**config.mk**
```make
export PLATFORM = sky130hd
export DESIGN_NAME = dsuca_top
export DESIGN_NICKNAME = d
export VERILOG_FILES = /design/src/dsuca_alarm_bit.v /design/src/dsuca_sync2.v /design/src/dsuca_top.v
export VERILOG_INCLUDE_DIRS = /design/src
export SDC_FILE = /design/constraint.sdc
export NUM_CORES = 1
export LEC_CHECK = 0
export BUFFER_PORTS_ARGS = -buffer_cell sky130_fd_sc_hd__buf_2
export CAP_MARGIN = 20
export CELL_PAD_IN_SITES_DETAIL_PLACEMENT = 1
export CELL_PAD_IN_SITES_GLOBAL_PLACEMENT = 2
export CORE_ASPECT_RATIO = 0.7
export CORE_MARGIN = 3
export CORE_UTILIZATION = 35
export CTS_CLUSTER_SIZE = 24
export DETAILED_ROUTE_END_ITERATION = 7
export GPL_ROUTABILITY_DRIVEN = 0
export PLACE_DENSITY_LB_ADDON = 0.1
export SYNTH_ARGS = -nofsm -noshare
export SYNTH_HDL_FRONTEND = slang
export SYNTH_HIERARCHICAL = 1
export SYNTH_SLANG_ARGS = --single-unit
```
**constraint.sdc**
```tcl
create_clock -name pclk -period 6.8 [get_ports pclk]
set_input_delay 1.36 -clock pclk [delete_from_list [all_inputs] [get_ports pclk]]
set_output_delay 1.36 -clock pclk [all_outputs]
set_load 0.03 [all_outputs]
```
**src/dsuca_regs.vh**
```
// Register offsets, field positions and reset values of the DAC control block.
`ifndef DSUCA_REGS_VH
`define DSUCA_REGS_VH
`define DSUCA_NCH          12
`define DSUCA_DW           12
`define DSUCA_NALM         8
`define DSUCA_OFF_DATA0    12'h000
`define DSUCA_OFF_CLRSET0  12'h040
`define DSUCA_OFF_CFG0     12'h080
`define DSUCA_OFF_SYNCSEL  12'h084
`define DSUCA_OFF_PINA     12'h088
`define DSUCA_OFF_PINB     12'h08C
`define DSUCA_OFF_SWCLR    12'h090
`define DSUCA_OFF_ACSRC    12'h094
`define DSUCA_OFF_ACEN     12'h098
`define DSUCA_OFF_ALMCTL   12'h09C
`define DSUCA_OFF_STATUS   12'h0A0
`define DSUCA_OFF_PENDING  12'h0A4
`define DSUCA_BIT_LOAD     0
`define DSUCA_BIT_GALARM   1
`define DSUCA_BIT_OTSRC    2
`define DSUCA_ACEN_LSB     3
`define DSUCA_ACEN_MSB     14
`define DSUCA_BIT_HOLDDIS  8
`define DSUCA_BIT_OT       7
`define DSUCA_DATA_RST     12'h000
`define DSUCA_UNMASK_RST   8'hFF
`endif

```
**src/dsuca_alarm_bit.v**
```verilog
// One alarm status bit with latched or following behaviour.
`timescale 1ns/10ps
module dsuca_alarm_bit (
	input  wire pclk,
	input  wire presetn,
	input  wire cond,
	input  wire hold_dis,
	input  wire rd_clear,
	output reg  flag
);
	always @(posedge pclk or negedge presetn) begin
		if (!presetn) begin
			flag <= 1'b0;
		end else if (hold_dis) begin
			flag <= cond;
		end else if (cond) begin
			flag <= 1'b1;
		end else if (rd_clear) begin
			flag <= 1'b0;
		end
	end
endmodule // dsuca_alarm_bit

```
**src/dsuca_sync2.v**
```verilog
// Two-flop synchroniser for asynchronous pin levels.
`timescale 1ns/10ps
module dsuca_sync2 #(
	parameter W   = 1,
	parameter RST = 1'b0
) (
	input  wire         pclk,
	input  wire         presetn,
	input  wire [W-1:0] din,
	output reg  [W-1:0] dout
);
	reg [W-1:0] meta_reg;

	always @(posedge pclk or negedge presetn) begin
		if (!presetn) begin
			meta_reg <= {W{RST}};
			dout     <= {W{RST}};
		end else begin
			meta_reg <= din;
			dout     <= meta_reg;
		end
	end
endmodule // dsuca_sync2

```
**src/dsuca_top.v**
```verilog
// DAC synchronous load, clear control and alarm aggregation with APB access.
`timescale 1ns/10ps
`include "dsuca_regs.vh"
// Notes on behaviour
// - Load trigger copies selected data to latches.
// - Data write leaves latch unchanged.
// - Data location reads return latch contents.
// - Only channels written since last trigger reload.
// - Clear entry loads clear setting immediately.
// - Clear exit reloads latch from data register.
// - Low clear pin clears its selected channels.
// - Software clear register clears selected channels.
// - Enabled alarm sources clear enabled channels.
// - Over-temperature input sets its status flag.
// - Over-temp source bit 2, enables bits 14:3.
// - Sensor powered down disables over-temp protection.
// - Out-of-range input sets its alarm bit.
// - Global flag is OR of alarm bits.
// - Latched bits hold until subsided and read.
// - Status read clears bits; persisting ones stay set.
// - Hold disabled: bits follow their condition.
// - Alarm output low while any unmasked alarm bit set.
// - Masked source sets status, not alarm output.
// - Reset sets data and latches to zero.
module dsuca_top (
	input  wire                          pclk,
	input  wire                          presetn,
	input  wire                          psel,
	input  wire                          penable,
	input  wire                          pwrite,
	input  wire [11:0]                   paddr,
	input  wire [31:0]                   pwdata,
	output wire [31:0]                   prdata,
	output wire                          pready,
	output wire                          pslverr,
	input  wire                          clear_pin_a_n,
	input  wire                          clear_pin_b_n,
	input  wire [`DSUCA_NALM-2:0]        monitor_out_of_range,
	input  wire                          die_overtemp,
	input  wire                          local_sensor_powered,
	output wire [`DSUCA_NCH*`DSUCA_DW-1:0] dac_code,
	output wire                          alarm_out,
	output wire                          alarm_oe
);
	localparam NCH = `DSUCA_NCH;
	localparam DW  = `DSUCA_DW;
	localparam NA  = `DSUCA_NALM;
	localparam [11:0] OFF_DATA = `DSUCA_OFF_DATA0;
	localparam [11:0] OFF_CLR  = `DSUCA_OFF_CLRSET0;

	reg  [DW-1:0]  data_reg   [0:NCH-1];
	reg  [DW-1:0]  latch_reg  [0:NCH-1];
	reg  [DW-1:0]  clrset_reg [0:NCH-1];
	reg  [NCH-1:0] sync_load_select_reg;
	reg  [NCH-1:0] pin_a_channel_select_reg;
	reg  [NCH-1:0] pin_b_channel_select_reg;
	reg  [NCH-1:0] software_clear_select_reg;
	reg  [NA-1:0]  auto_clear_source_select_reg;
	reg  [NCH-1:0] auto_clear_channel_enable_reg;
	reg  [NA-1:0]  alarm_source_unmask_reg;
	reg            alarm_hold_disable_reg;
	reg  [NCH-1:0] written_reg;
	reg  [NCH-1:0] clear_prev_reg;
	reg  [31:0]    rdata_reg;
	reg  [31:0]    rdata_next;
	reg  [DW-1:0]  latch_next [0:NCH-1];
	reg  [NCH-1:0] written_next;
	reg            mapped;

	wire           pin_a_n_s;
	wire           pin_b_n_s;
	wire           overtemp_s;
	wire           sensor_on_s;
	wire [NA-2:0]  monitor_s;
	wire [NA-1:0]  alarm_cond;
	wire [NA-1:0]  status;
	wire [NCH-1:0] clear_now;
	wire           global_alarm_flag;
	wire           alarm_active;

	wire acc      = psel & penable;
	wire wr       = acc & pwrite;
	wire rd       = acc & ~pwrite;
	wire in_data  = (paddr[11:6] == OFF_DATA[11:6]);
	wire in_clr   = (paddr[11:6] == OFF_CLR[11:6]);
	wire [3:0] idx = paddr[5:2];
	// Misaligned channel addresses are refused, so they never write a word.
	wire idx_ok   = (idx < NCH) & (paddr[1:0] == 2'b00);
	wire load_trigger_bit = wr & (paddr == `DSUCA_OFF_CFG0) &
		pwdata[`DSUCA_BIT_LOAD];
	wire status_rd = rd & (paddr == `DSUCA_OFF_STATUS);

	// Address decode for the error response; each register is one word.
	always @* begin
		mapped = 1'b0;
		if (in_data | in_clr) begin
			mapped = idx_ok;
		end else begin
			case (paddr)
			`DSUCA_OFF_CFG0,
			`DSUCA_OFF_SYNCSEL,
			`DSUCA_OFF_PINA,
			`DSUCA_OFF_PINB,
			`DSUCA_OFF_SWCLR,
			`DSUCA_OFF_ACSRC,
			`DSUCA_OFF_ACEN,
			`DSUCA_OFF_ALMCTL,
			`DSUCA_OFF_STATUS,
			`DSUCA_OFF_PENDING: mapped = 1'b1;
			default: mapped = 1'b0;
			endcase
		end
	end

	// Clear pins reset to their released level, so no false clear follows.
	dsuca_sync2 #(.W(2), .RST(1'b1)) u_sync_pins (
		.pclk    (pclk),
		.presetn (presetn),
		.din     ({clear_pin_a_n, clear_pin_b_n}),
		.dout    ({pin_a_n_s, pin_b_n_s})
	);

	dsuca_sync2 #(.W(NA+1), .RST(1'b0)) u_sync_mon (
		.pclk    (pclk),
		.presetn (presetn),
		.din     ({monitor_out_of_range, die_overtemp,
			local_sensor_powered}),
		.dout    ({monitor_s, overtemp_s, sensor_on_s})
	);

	// Bit 7 is the over-temperature flag; it is inert with the sensor off.
	assign alarm_cond = {overtemp_s & sensor_on_s, monitor_s};

	genvar g;
	generate
		for (g = 0; g < NA; g = g + 1) begin : g_alm
			dsuca_alarm_bit u_bit (
				.pclk     (pclk),
				.presetn  (presetn),
				.cond     (alarm_cond[g]),
				.hold_dis (alarm_hold_disable_reg),
				.rd_clear (status_rd),
				.flag     (status[g])
			);
		end
	endgenerate

	assign global_alarm_flag = |status;
	assign alarm_active = |(status & alarm_source_unmask_reg);
	// Open-drain: pulled low while active, released otherwise.
	assign alarm_out = 1'b0;
	assign alarm_oe  = alarm_active;

	// Auto-clear uses the status flags; over-temp source at bit 2.
	// Monitor 2 shares that source bit, so it never auto-clears. A latched
	// over-temperature flag stops clearing once the sensor is powered down.
	wire [NA-1:0] auto_src_hit = {status[`DSUCA_BIT_OT] & sensor_on_s,
		status[NA-2:0]};
	wire [NA-1:0] auto_src_en = {
		auto_clear_source_select_reg[`DSUCA_BIT_OTSRC],
		auto_clear_source_select_reg[NA-2:0] &
		~{{(NA-4){1'b0}}, 1'b1, 2'b00}};
	wire auto_hit = |(auto_src_hit & auto_src_en);

	// Software clear is a level: channels stay cleared until written 0.
	wire [NCH-1:0] clr_by_pin_a = {NCH{~pin_a_n_s}} &
		pin_a_channel_select_reg;
	wire [NCH-1:0] clr_by_pin_b = {NCH{~pin_b_n_s}} &
		pin_b_channel_select_reg;
	wire [NCH-1:0] clr_by_alarm = {NCH{auto_hit}} &
		auto_clear_channel_enable_reg;
	assign clear_now = clr_by_pin_a | clr_by_pin_b |
		software_clear_select_reg | clr_by_alarm;

	// Per-channel latch source. A clear outranks the restore on leaving it,
	// and both outrank a trigger, which only moves pending channels.
	integer j;
	always @* begin
		for (j = 0; j < NCH; j = j + 1) begin
			latch_next[j] = latch_reg[j];
			if (clear_now[j]) begin
				latch_next[j] = clrset_reg[j];
			end else if (clear_prev_reg[j]) begin
				latch_next[j] = data_reg[j];
			end else if (load_trigger_bit & sync_load_select_reg[j] &
				written_reg[j]) begin
				latch_next[j] = data_reg[j];
			end
		end
	end

	// Pending flags: set by a data write, spent by a trigger on the channel.
	integer k;
	always @* begin
		written_next = written_reg;
		for (k = 0; k < NCH; k = k + 1) begin
			// A write in the trigger cycle itself counts for the next one.
			if (wr & in_data & idx_ok & (idx == k))
				written_next[k] = 1'b1;
			else if (load_trigger_bit & sync_load_select_reg[k] &
				~clear_now[k])
				written_next[k] = 1'b0;
		end
	end

	integer i;
	always @(posedge pclk or negedge presetn) begin
		if (!presetn) begin
			for (i = 0; i < NCH; i = i + 1) begin
				data_reg[i]   <= `DSUCA_DATA_RST;
				latch_reg[i]  <= `DSUCA_DATA_RST;
				clrset_reg[i] <= `DSUCA_DATA_RST;
			end
			sync_load_select_reg          <= {NCH{1'b0}};
			pin_a_channel_select_reg      <= {NCH{1'b0}};
			pin_b_channel_select_reg      <= {NCH{1'b0}};
			software_clear_select_reg     <= {NCH{1'b0}};
			auto_clear_source_select_reg  <= {NA{1'b0}};
			auto_clear_channel_enable_reg <= {NCH{1'b0}};
			alarm_source_unmask_reg       <= `DSUCA_UNMASK_RST;
			alarm_hold_disable_reg        <= 1'b0;
			written_reg                   <= {NCH{1'b0}};
			clear_prev_reg                <= {NCH{1'b0}};
		end else begin
			// The previous clear vector finds channels leaving the clear state.
			clear_prev_reg <= clear_now;
			if (wr) begin
				if (in_data & idx_ok)
					data_reg[idx] <= pwdata[DW-1:0];
				if (in_clr & idx_ok)
					clrset_reg[idx] <= pwdata[DW-1:0];
				case (paddr)
				`DSUCA_OFF_SYNCSEL: sync_load_select_reg <= pwdata[NCH-1:0];
				`DSUCA_OFF_PINA: pin_a_channel_select_reg <= pwdata[NCH-1:0];
				`DSUCA_OFF_PINB: pin_b_channel_select_reg <= pwdata[NCH-1:0];
				`DSUCA_OFF_SWCLR: software_clear_select_reg <= pwdata[NCH-1:0];
				`DSUCA_OFF_ACSRC: auto_clear_source_select_reg <= pwdata[NA-1:0];
				`DSUCA_OFF_ACEN: auto_clear_channel_enable_reg <=
					pwdata[`DSUCA_ACEN_MSB:`DSUCA_ACEN_LSB];
				`DSUCA_OFF_ALMCTL: begin
					alarm_source_unmask_reg <= pwdata[NA-1:0];
					alarm_hold_disable_reg  <= pwdata[`DSUCA_BIT_HOLDDIS];
				end
				default: begin
				end
				endcase
			end
			for (i = 0; i < NCH; i = i + 1)
				latch_reg[i] <= latch_next[i];
			written_reg <= written_next;
		end
	end

	// Data locations return the latch, never the pending input word.
	always @* begin
		rdata_next = 32'h00000000;
		if (in_data & idx_ok)
			rdata_next[DW-1:0] = latch_reg[idx];
		else if (in_clr & idx_ok)
			rdata_next[DW-1:0] = clrset_reg[idx];
		else begin
			case (paddr)
			`DSUCA_OFF_CFG0: rdata_next[`DSUCA_BIT_GALARM] = global_alarm_flag;
			`DSUCA_OFF_SYNCSEL: rdata_next[NCH-1:0] = sync_load_select_reg;
			`DSUCA_OFF_PINA: rdata_next[NCH-1:0] = pin_a_channel_select_reg;
			`DSUCA_OFF_PINB: rdata_next[NCH-1:0] = pin_b_channel_select_reg;
			`DSUCA_OFF_SWCLR: rdata_next[NCH-1:0] = software_clear_select_reg;
			`DSUCA_OFF_ACSRC: rdata_next[NA-1:0] = auto_clear_source_select_reg;
			`DSUCA_OFF_ACEN: rdata_next[`DSUCA_ACEN_MSB:`DSUCA_ACEN_LSB] =
				auto_clear_channel_enable_reg;
			`DSUCA_OFF_ALMCTL: begin
				rdata_next[NA-1:0] = alarm_source_unmask_reg;
				rdata_next[`DSUCA_BIT_HOLDDIS] = alarm_hold_disable_reg;
			end
			`DSUCA_OFF_STATUS: rdata_next[NA-1:0] = status;
			`DSUCA_OFF_PENDING: rdata_next[NCH-1:0] = written_reg;
			default: rdata_next = 32'h00000000;
			endcase
		end
	end

	// Read data is captured in the setup cycle and stands through access.
	always @(posedge pclk or negedge presetn) begin
		if (!presetn)
			rdata_reg <= 32'h00000000;
		else if (psel & ~penable & ~pwrite)
			rdata_reg <= rdata_next;
	end

	assign prdata  = rdata_reg;
	// Every access completes in its first access cycle.
	assign pready  = 1'b1;
	assign pslverr = acc & ~mapped;

	// Each channel latch drives its slice of the code output directly.
	genvar c;
	generate
		for (c = 0; c < NCH; c = c + 1) begin : g_out
			assign dac_code[c*DW +: DW] = latch_reg[c];
		end
	endgenerate
endmodule // dsuca_top

```
* After elaboration in Yosys (flattened, before gate mapping)
Index checks and enable logic that the tools add are counted.
** Word-level totals
- Input bits :: 60
- Output and inout bits :: 180
- Register bits after elaboration :: 595
- Logic and storage cells :: 335
** Operators by class
- $lt $le $gt $ge :: 3
- Reduce and logical (&&, ||, !) cells :: 49
- Equal/unequal tests :: 22
- Bitwise gates (word level) :: 91
- Multiplexer cells :: 100
** Operator list (count)
- 12-bit two-way mux :: 43
- 144-bit bitwise mux :: 2
- 12-bit by 8-bit == test with 1-bit output (second input constant) :: 10
- 12-bit binary-select mux with 4-bit select :: 2
- 1-bit AND :: 64
- 3-bit nonzero test :: 20
- 12-bit demux with 4-bit select :: 1
- 5-bit one-hot mux with 9 select lines :: 1
- 1-bit two-way mux :: 43
- 12-bit AND :: 3
- 12-bit bitwise OR :: 3
- 2-bit nonzero test :: 12
- 8-bit OR reduction :: 3
- 20-bit two-way mux :: 1
- 3-bit one-hot mux with 6 select lines :: 1
- 2-bit AND reduction :: 9
- 1-bit NOT :: 17
- 8-bit AND :: 2
- 4-bit by 3-bit == test with 1-bit output (second input constant) :: 4
- 4-bit == test (second input constant) :: 4
- 1-bit one-hot mux with 8 select lines :: 2
- 10-bit OR reduction :: 1
- 1-bit one-hot mux with 9 select lines :: 1
- 4-bit by 2-bit == test with 1-bit output (second input constant) :: 2
- other kinds (13) :: 14

* Longest topological paths before layout
- Depth after elaboration :: 9
- Depth in mapped cells :: 10
- Depth with buffers taken out :: 6

* Hierarchy
Netlist, hierarchy kept.
** Modules (own cells, without submodules)
- dsuca_top :: instances 1, area each 25963.7 um^2, sequential area each 13723.2 um^2, cells an instance 2024
- dsuca_sync2 (u_sync_mon) :: instances 1, area each 450.4 um^2, sequential area each 450.4 um^2, cells an instance 18
- dsuca_alarm_bit :: instances 8, area each 38.8 um^2, sequential area each 25.0 um^2, cells an instance 3
- dsuca_sync2 (u_sync_pins) :: instances 1, area each 105.1 um^2, sequential area each 105.1 um^2, cells an instance 4

* Worst setup path after synthesis
No wires, ideal clock.
- Path kind :: input port to output port
- From :: in paddr[2]
- To :: out pslverr
- Slack :: 2.343 ns
- Arrival time :: 3.097 ns
- Data required time :: 5.440 ns
- Stages on the path :: 8
- Buffers on the path :: 4
- Cells stage by stage :: buf_2 -> buf_2 -> buf_2 -> buf_4 -> nor4_1 -> a21oi_1 -> o22ai_1 -> a21oi_1
** Between the ends
- Longest elaborated chain between the ends :: 6
- Elaborated cells between the ends (all ways) :: 17
- Those cells by class :: order compare (1); eq/ne (10); mux (2); bitwise (3); reduce/logical (1)
** RTL lines
- from (decl) :: RTL line dsuca_top.v:31 : input wire [11:0] paddr,
- 12-bit by 8-bit == test with 1-bit output :: RTL line dsuca_top.v:99 : case (paddr)
- 10-bit OR reduction :: RTL line dsuca_top.v:99
- 1-bit two-way mux :: RTL line dsuca_top.v:99
- 1-bit two-way mux * :: RTL line dsuca_top.v:96 : if (in_data | in_clr) begin
- 1-bit NOT * :: RTL line dsuca_top.v:293 : assign pslverr = acc & ~mapped;
- 1-bit AND * :: RTL line dsuca_top.v:293
- to (decl) :: RTL line dsuca_top.v:35 : output wire pslverr,
Every way passes the cells marked *; elsewhere a longest branch is shown, timed or not.

* Worst setup path in the final report
- From :: in paddr[4]
- To :: out pslverr
The elaborated chain is that of the path after synthesis.

==> key figures <==
Worst setup path
  • Crit path arrival time: about 4 ns
  • CP Cell Sequence: buf_2 > a21oi_1 > and3_1 > a311oi_1 > nand3_1 > a21oi_1 > buf_2
  • Worst setup path class: in2out
  • Critical path peak fanout: 30
  • Critical Path Max Stage Delay: between 0.7 and 0.8 ns
  • Top cell family by delay on the critical path: buffers and inverters
  • Critical Path Start Type: input port
  • Critical Path Slowest Stage Cell: buf_2
  • Levels on crit path: 7
  • Register-to-Register Path Depth: 5
  • Critical path data required time: 5.44 ns
  • Setup crit end kind: output pin
  • CP Buf/Inv Count: 2

Global routing
  • First-pass GRT wire length: 143,000 um
  • Initial antenna violation count: 9
  • GRT Resource Usage Total: between 20% and 30%
  • Vias in the first global route: between 15,000 and 20,000
  • Grt ovf: 0
  • Maximum number of pins on one net before global-route repair: 168

Die
  • Core ar.: 75,500 um^2
  • Ports: between 200 and 250
  • Starting Density: 35.6%
  • Chip Width: 337 um
  • Die Footprint: 80,100 um^2
  • Die Ht: 238 um
  • Row count: 84

STA
  • Setup TNS: 0 ns
  • Share of the cycle needed by the critical path after routing: around 78%
  • Post-route minimum period: ~5.3 ns
  • Hold Fails Final Rpt: 0
  • RSZ-0062 raised after global routing: no
  • Fin. max-slew vios: 0
  • Max-Slew Margin vs Limit: a little under 9%
  • Final clock skew: ~0.021 ns
  • Max Clk Rate: 0.188 GHz
  • Final hold slack: ~0.35 ns
  • Tightest Pin Transition: 1.37 ns
  • Setup violations, final: 0

Clock network
  • PostCTS Resize Cnt: 0
  • CTS Hold Bufs: 0
  • Clock root cell: clkbuf_16
  • Clk slew on worst S/H paths: 0.06 ns
  • CTS Buffer Depth: 3
  • Post-CTS Repair Setup Buffers: 0
  • Num Clock Sinks: 578
  • Worst-skew pair later-pin latency: 0.65 ns
  • CTS tree: done
  • H-tree levels: 2
  • Num CTS Buffers: 60

Final layout
  • Area grow syn2layout: 14.3%
  • Final Non-Filler Cells: 3,253
  • Post-route cell area: 30,700 um^2
  • Share of cells above drive strength 1: 37.0%
  • Nets: 2,274

Drt
  • Number of remaining DRC errors: 0
  • Detailed-router iteration count before antenna repair: 5
  • Starting DRT DRC Count: 1,500
  • Via count: 18,400
  • Antenna viol nets, final: 0
  • WL final: 99,600 um
  • WL per Instance: 30.6 um
  • Via density: about 5.7

Hold path
  • Min-Delay Path Class: reg2reg
  • Hold path depth: 0

Synth
  • Asr flop ratio synth: 100%
  • Number of synthesized register bits: around 580
  • Synthesized cell area: ~27,000 um^2
  • Number of synthesized flops with an enable pin: 0
  • Sequential share of the synthesized area: a little over half
  • Synth Instances: slightly above 2,000
  • Synth Flop Type: dfrtp_1
  • YS warnings: 6
  • Yosys cell types: 71
  • Syn avg cell area: about 13 um^2

Power and ir drop
  • Max VDD drop: 0.160 mV
  • Leak: 13.2 nW
  • PD cells: between 200 and 300 nW/um^2

Placed design
  • PortBufs: 203
  • Placed cells: around 3,100
  • DP Area: 28,600 um^2
  • Final HPWL DP: 67,200 um

Run status
  • Outcome: complete, no violations

Run
  • Max Cap Viol: 0
==> synth_stat cells (3+ instances only) <==
library cell,number,area share (%)
or2_1,8,0.19
mux2i_1,171,6.4
o2bb2ai_1,4,0.13
nand2b_1,9,0.21
o31ai_1,3,0.084
a21oi_1,147,2.7
a22o_1,6,0.20
buf_6,9,0.38
nor3b_1,9,0.25
nor3_1,11,0.21
nand2_1,75,1.0
mux2_2,361,15
nand3_1,25,0.47
buf_2,73,1.4
mux4_2,67,5.6
nand4_1,16,0.37
nor2b_1,5,0.12
nor4_2,3,0.14
dfrtp_1,566,53
a22oi_1,23,0.64
nand4b_2,4,0.22
inv_1,4,0.056
a31oi_1,6,0.14
buf_4,35,0.98
mux2_1,18,0.76
a221oi_1,21,0.69
dfstp_2,12,1.2
and2_1,3,0.070
nand4b_1,8,0.26
o21ai_0,35,0.65
o21ai_1,8,0.15
nor2_1,169,2.4
a32oi_1,6,0.20
nor4_1,5,0.12
o22ai_1,5,0.12
a32o_1,3,0.11
buf_1,5,0.070
a21oi_2,24,0.78
nor3_2,4,0.15
a311oi_1,4,0.13
and3_1,6,0.14
clkbuf_1,55,0.77
==> final timing paths <==
| check | start | endpoint | slack [ns] |
|---|---|---|---|
| max reg2reg | u_sync_pins/dout[0]$_DFF_PN1_ | dac_code[37]$_DFFE_PN0P_ | 2.94 |
| min in group asynchronous | presetn | dac_code[123]$_DFFE_PN0P_ | 0.76 |
| min | u_sync_mon/meta_reg[0]$_DFF_PN0_ | u_sync_mon/dout[0]$_DFF_PN0_ | 0.35 |
| max in group asynchronous | presetn | dac_code[58]$_DFFE_PN0P_ | 4.50 |
| max | paddr[4] | pslverr | 1.49 |
| min reg2reg | u_sync_mon/meta_reg[0]$_DFF_PN0_ | u_sync_mon/dout[0]$_DFF_PN0_ | 0.35 |
==> where the power goes <==
part / internal [mW] / switching, mW
registers: 3.55 / 0.116
clock network: 1.90 / 1.44
logic: 0.215 / 0.596
==> routing by layer <==
layer	global-route usage (%)	vias up	share of wire [%]
met5	0	-	0.013
met3	5.53	121	6.8
met1	35.8	9904	46
met2	38.3	506	45
li1	-	7850	-
met4	5.74	2	2.2
==> cells by family after synthesis <==
family	Yosys count	synth area share, %
AOI/OAI and AO/OA	314	7.41
and+or+nand+nor	378	7.07
muxes	617	27.9
other	2	0.0280
DFF	578	54.0
buffers and inverters	181	3.61
==> layout by cell type (no fill, tap or decap), drive strengths merged, types with 3 or more instances in the layout <==
cell | synthesis | final
dfrtp | 566 | 566
mux2 | 379 | 379
buf | 122 | 241
mux2i | 171 | 171
a21oi | 171 | 171
nor2 | 170 | 170
clkbuf | 55 | 96
nand2 | 75 | 75
mux4 | 67 | 67
o21ai | 43 | 43
nand3 | 26 | 26
a22oi | 23 | 23
a221oi | 21 | 21
conb | 2 | 19
nand4 | 17 | 17
nor3 | 16 | 16
dfstp | 12 | 12
nand4b | 12 | 12
clkinv | 0 | 10
nor4 | 10 | 10
nand2b | 9 | 9
nor3b | 9 | 9
or2 | 8 | 8
and3 | 6 | 6
a32oi | 6 | 6
a31oi | 6 | 6
a22o | 6 | 6
o22ai | 5 | 5
inv | 4 | 5
nor2b | 5 | 5
a311oi | 4 | 4
o2bb2ai | 4 | 4
and2 | 4 | 4
diode | 0 | 3
a32o | 3 | 3
o31ai | 3 | 3
a2111oi | 3 | 3
==> layout make-up <==
type	count	area [um^2]
multi-input combinational	1328	11500
fill	7913	44800
timing repair buffer	242	1420
clock inverter	14	138
inverter	4	15.0
clock buffer	95	1810
sequential	578	14500
tap	989	1240
antenna	3	7.51
==> stage by stage <==
stage	util [%]	worst slack (ns)	total power, mW
after floorplan	-	2.34	4.15
after global placement	37.9	1.56	4.54
after detailed placement	37.9	1.53	4.55
after CTS	40.5	1.54	7.91
after global routing	40.6	1.38	8.12
final	40.6	1.49	7.81
(Power assumes the default switching activity.)
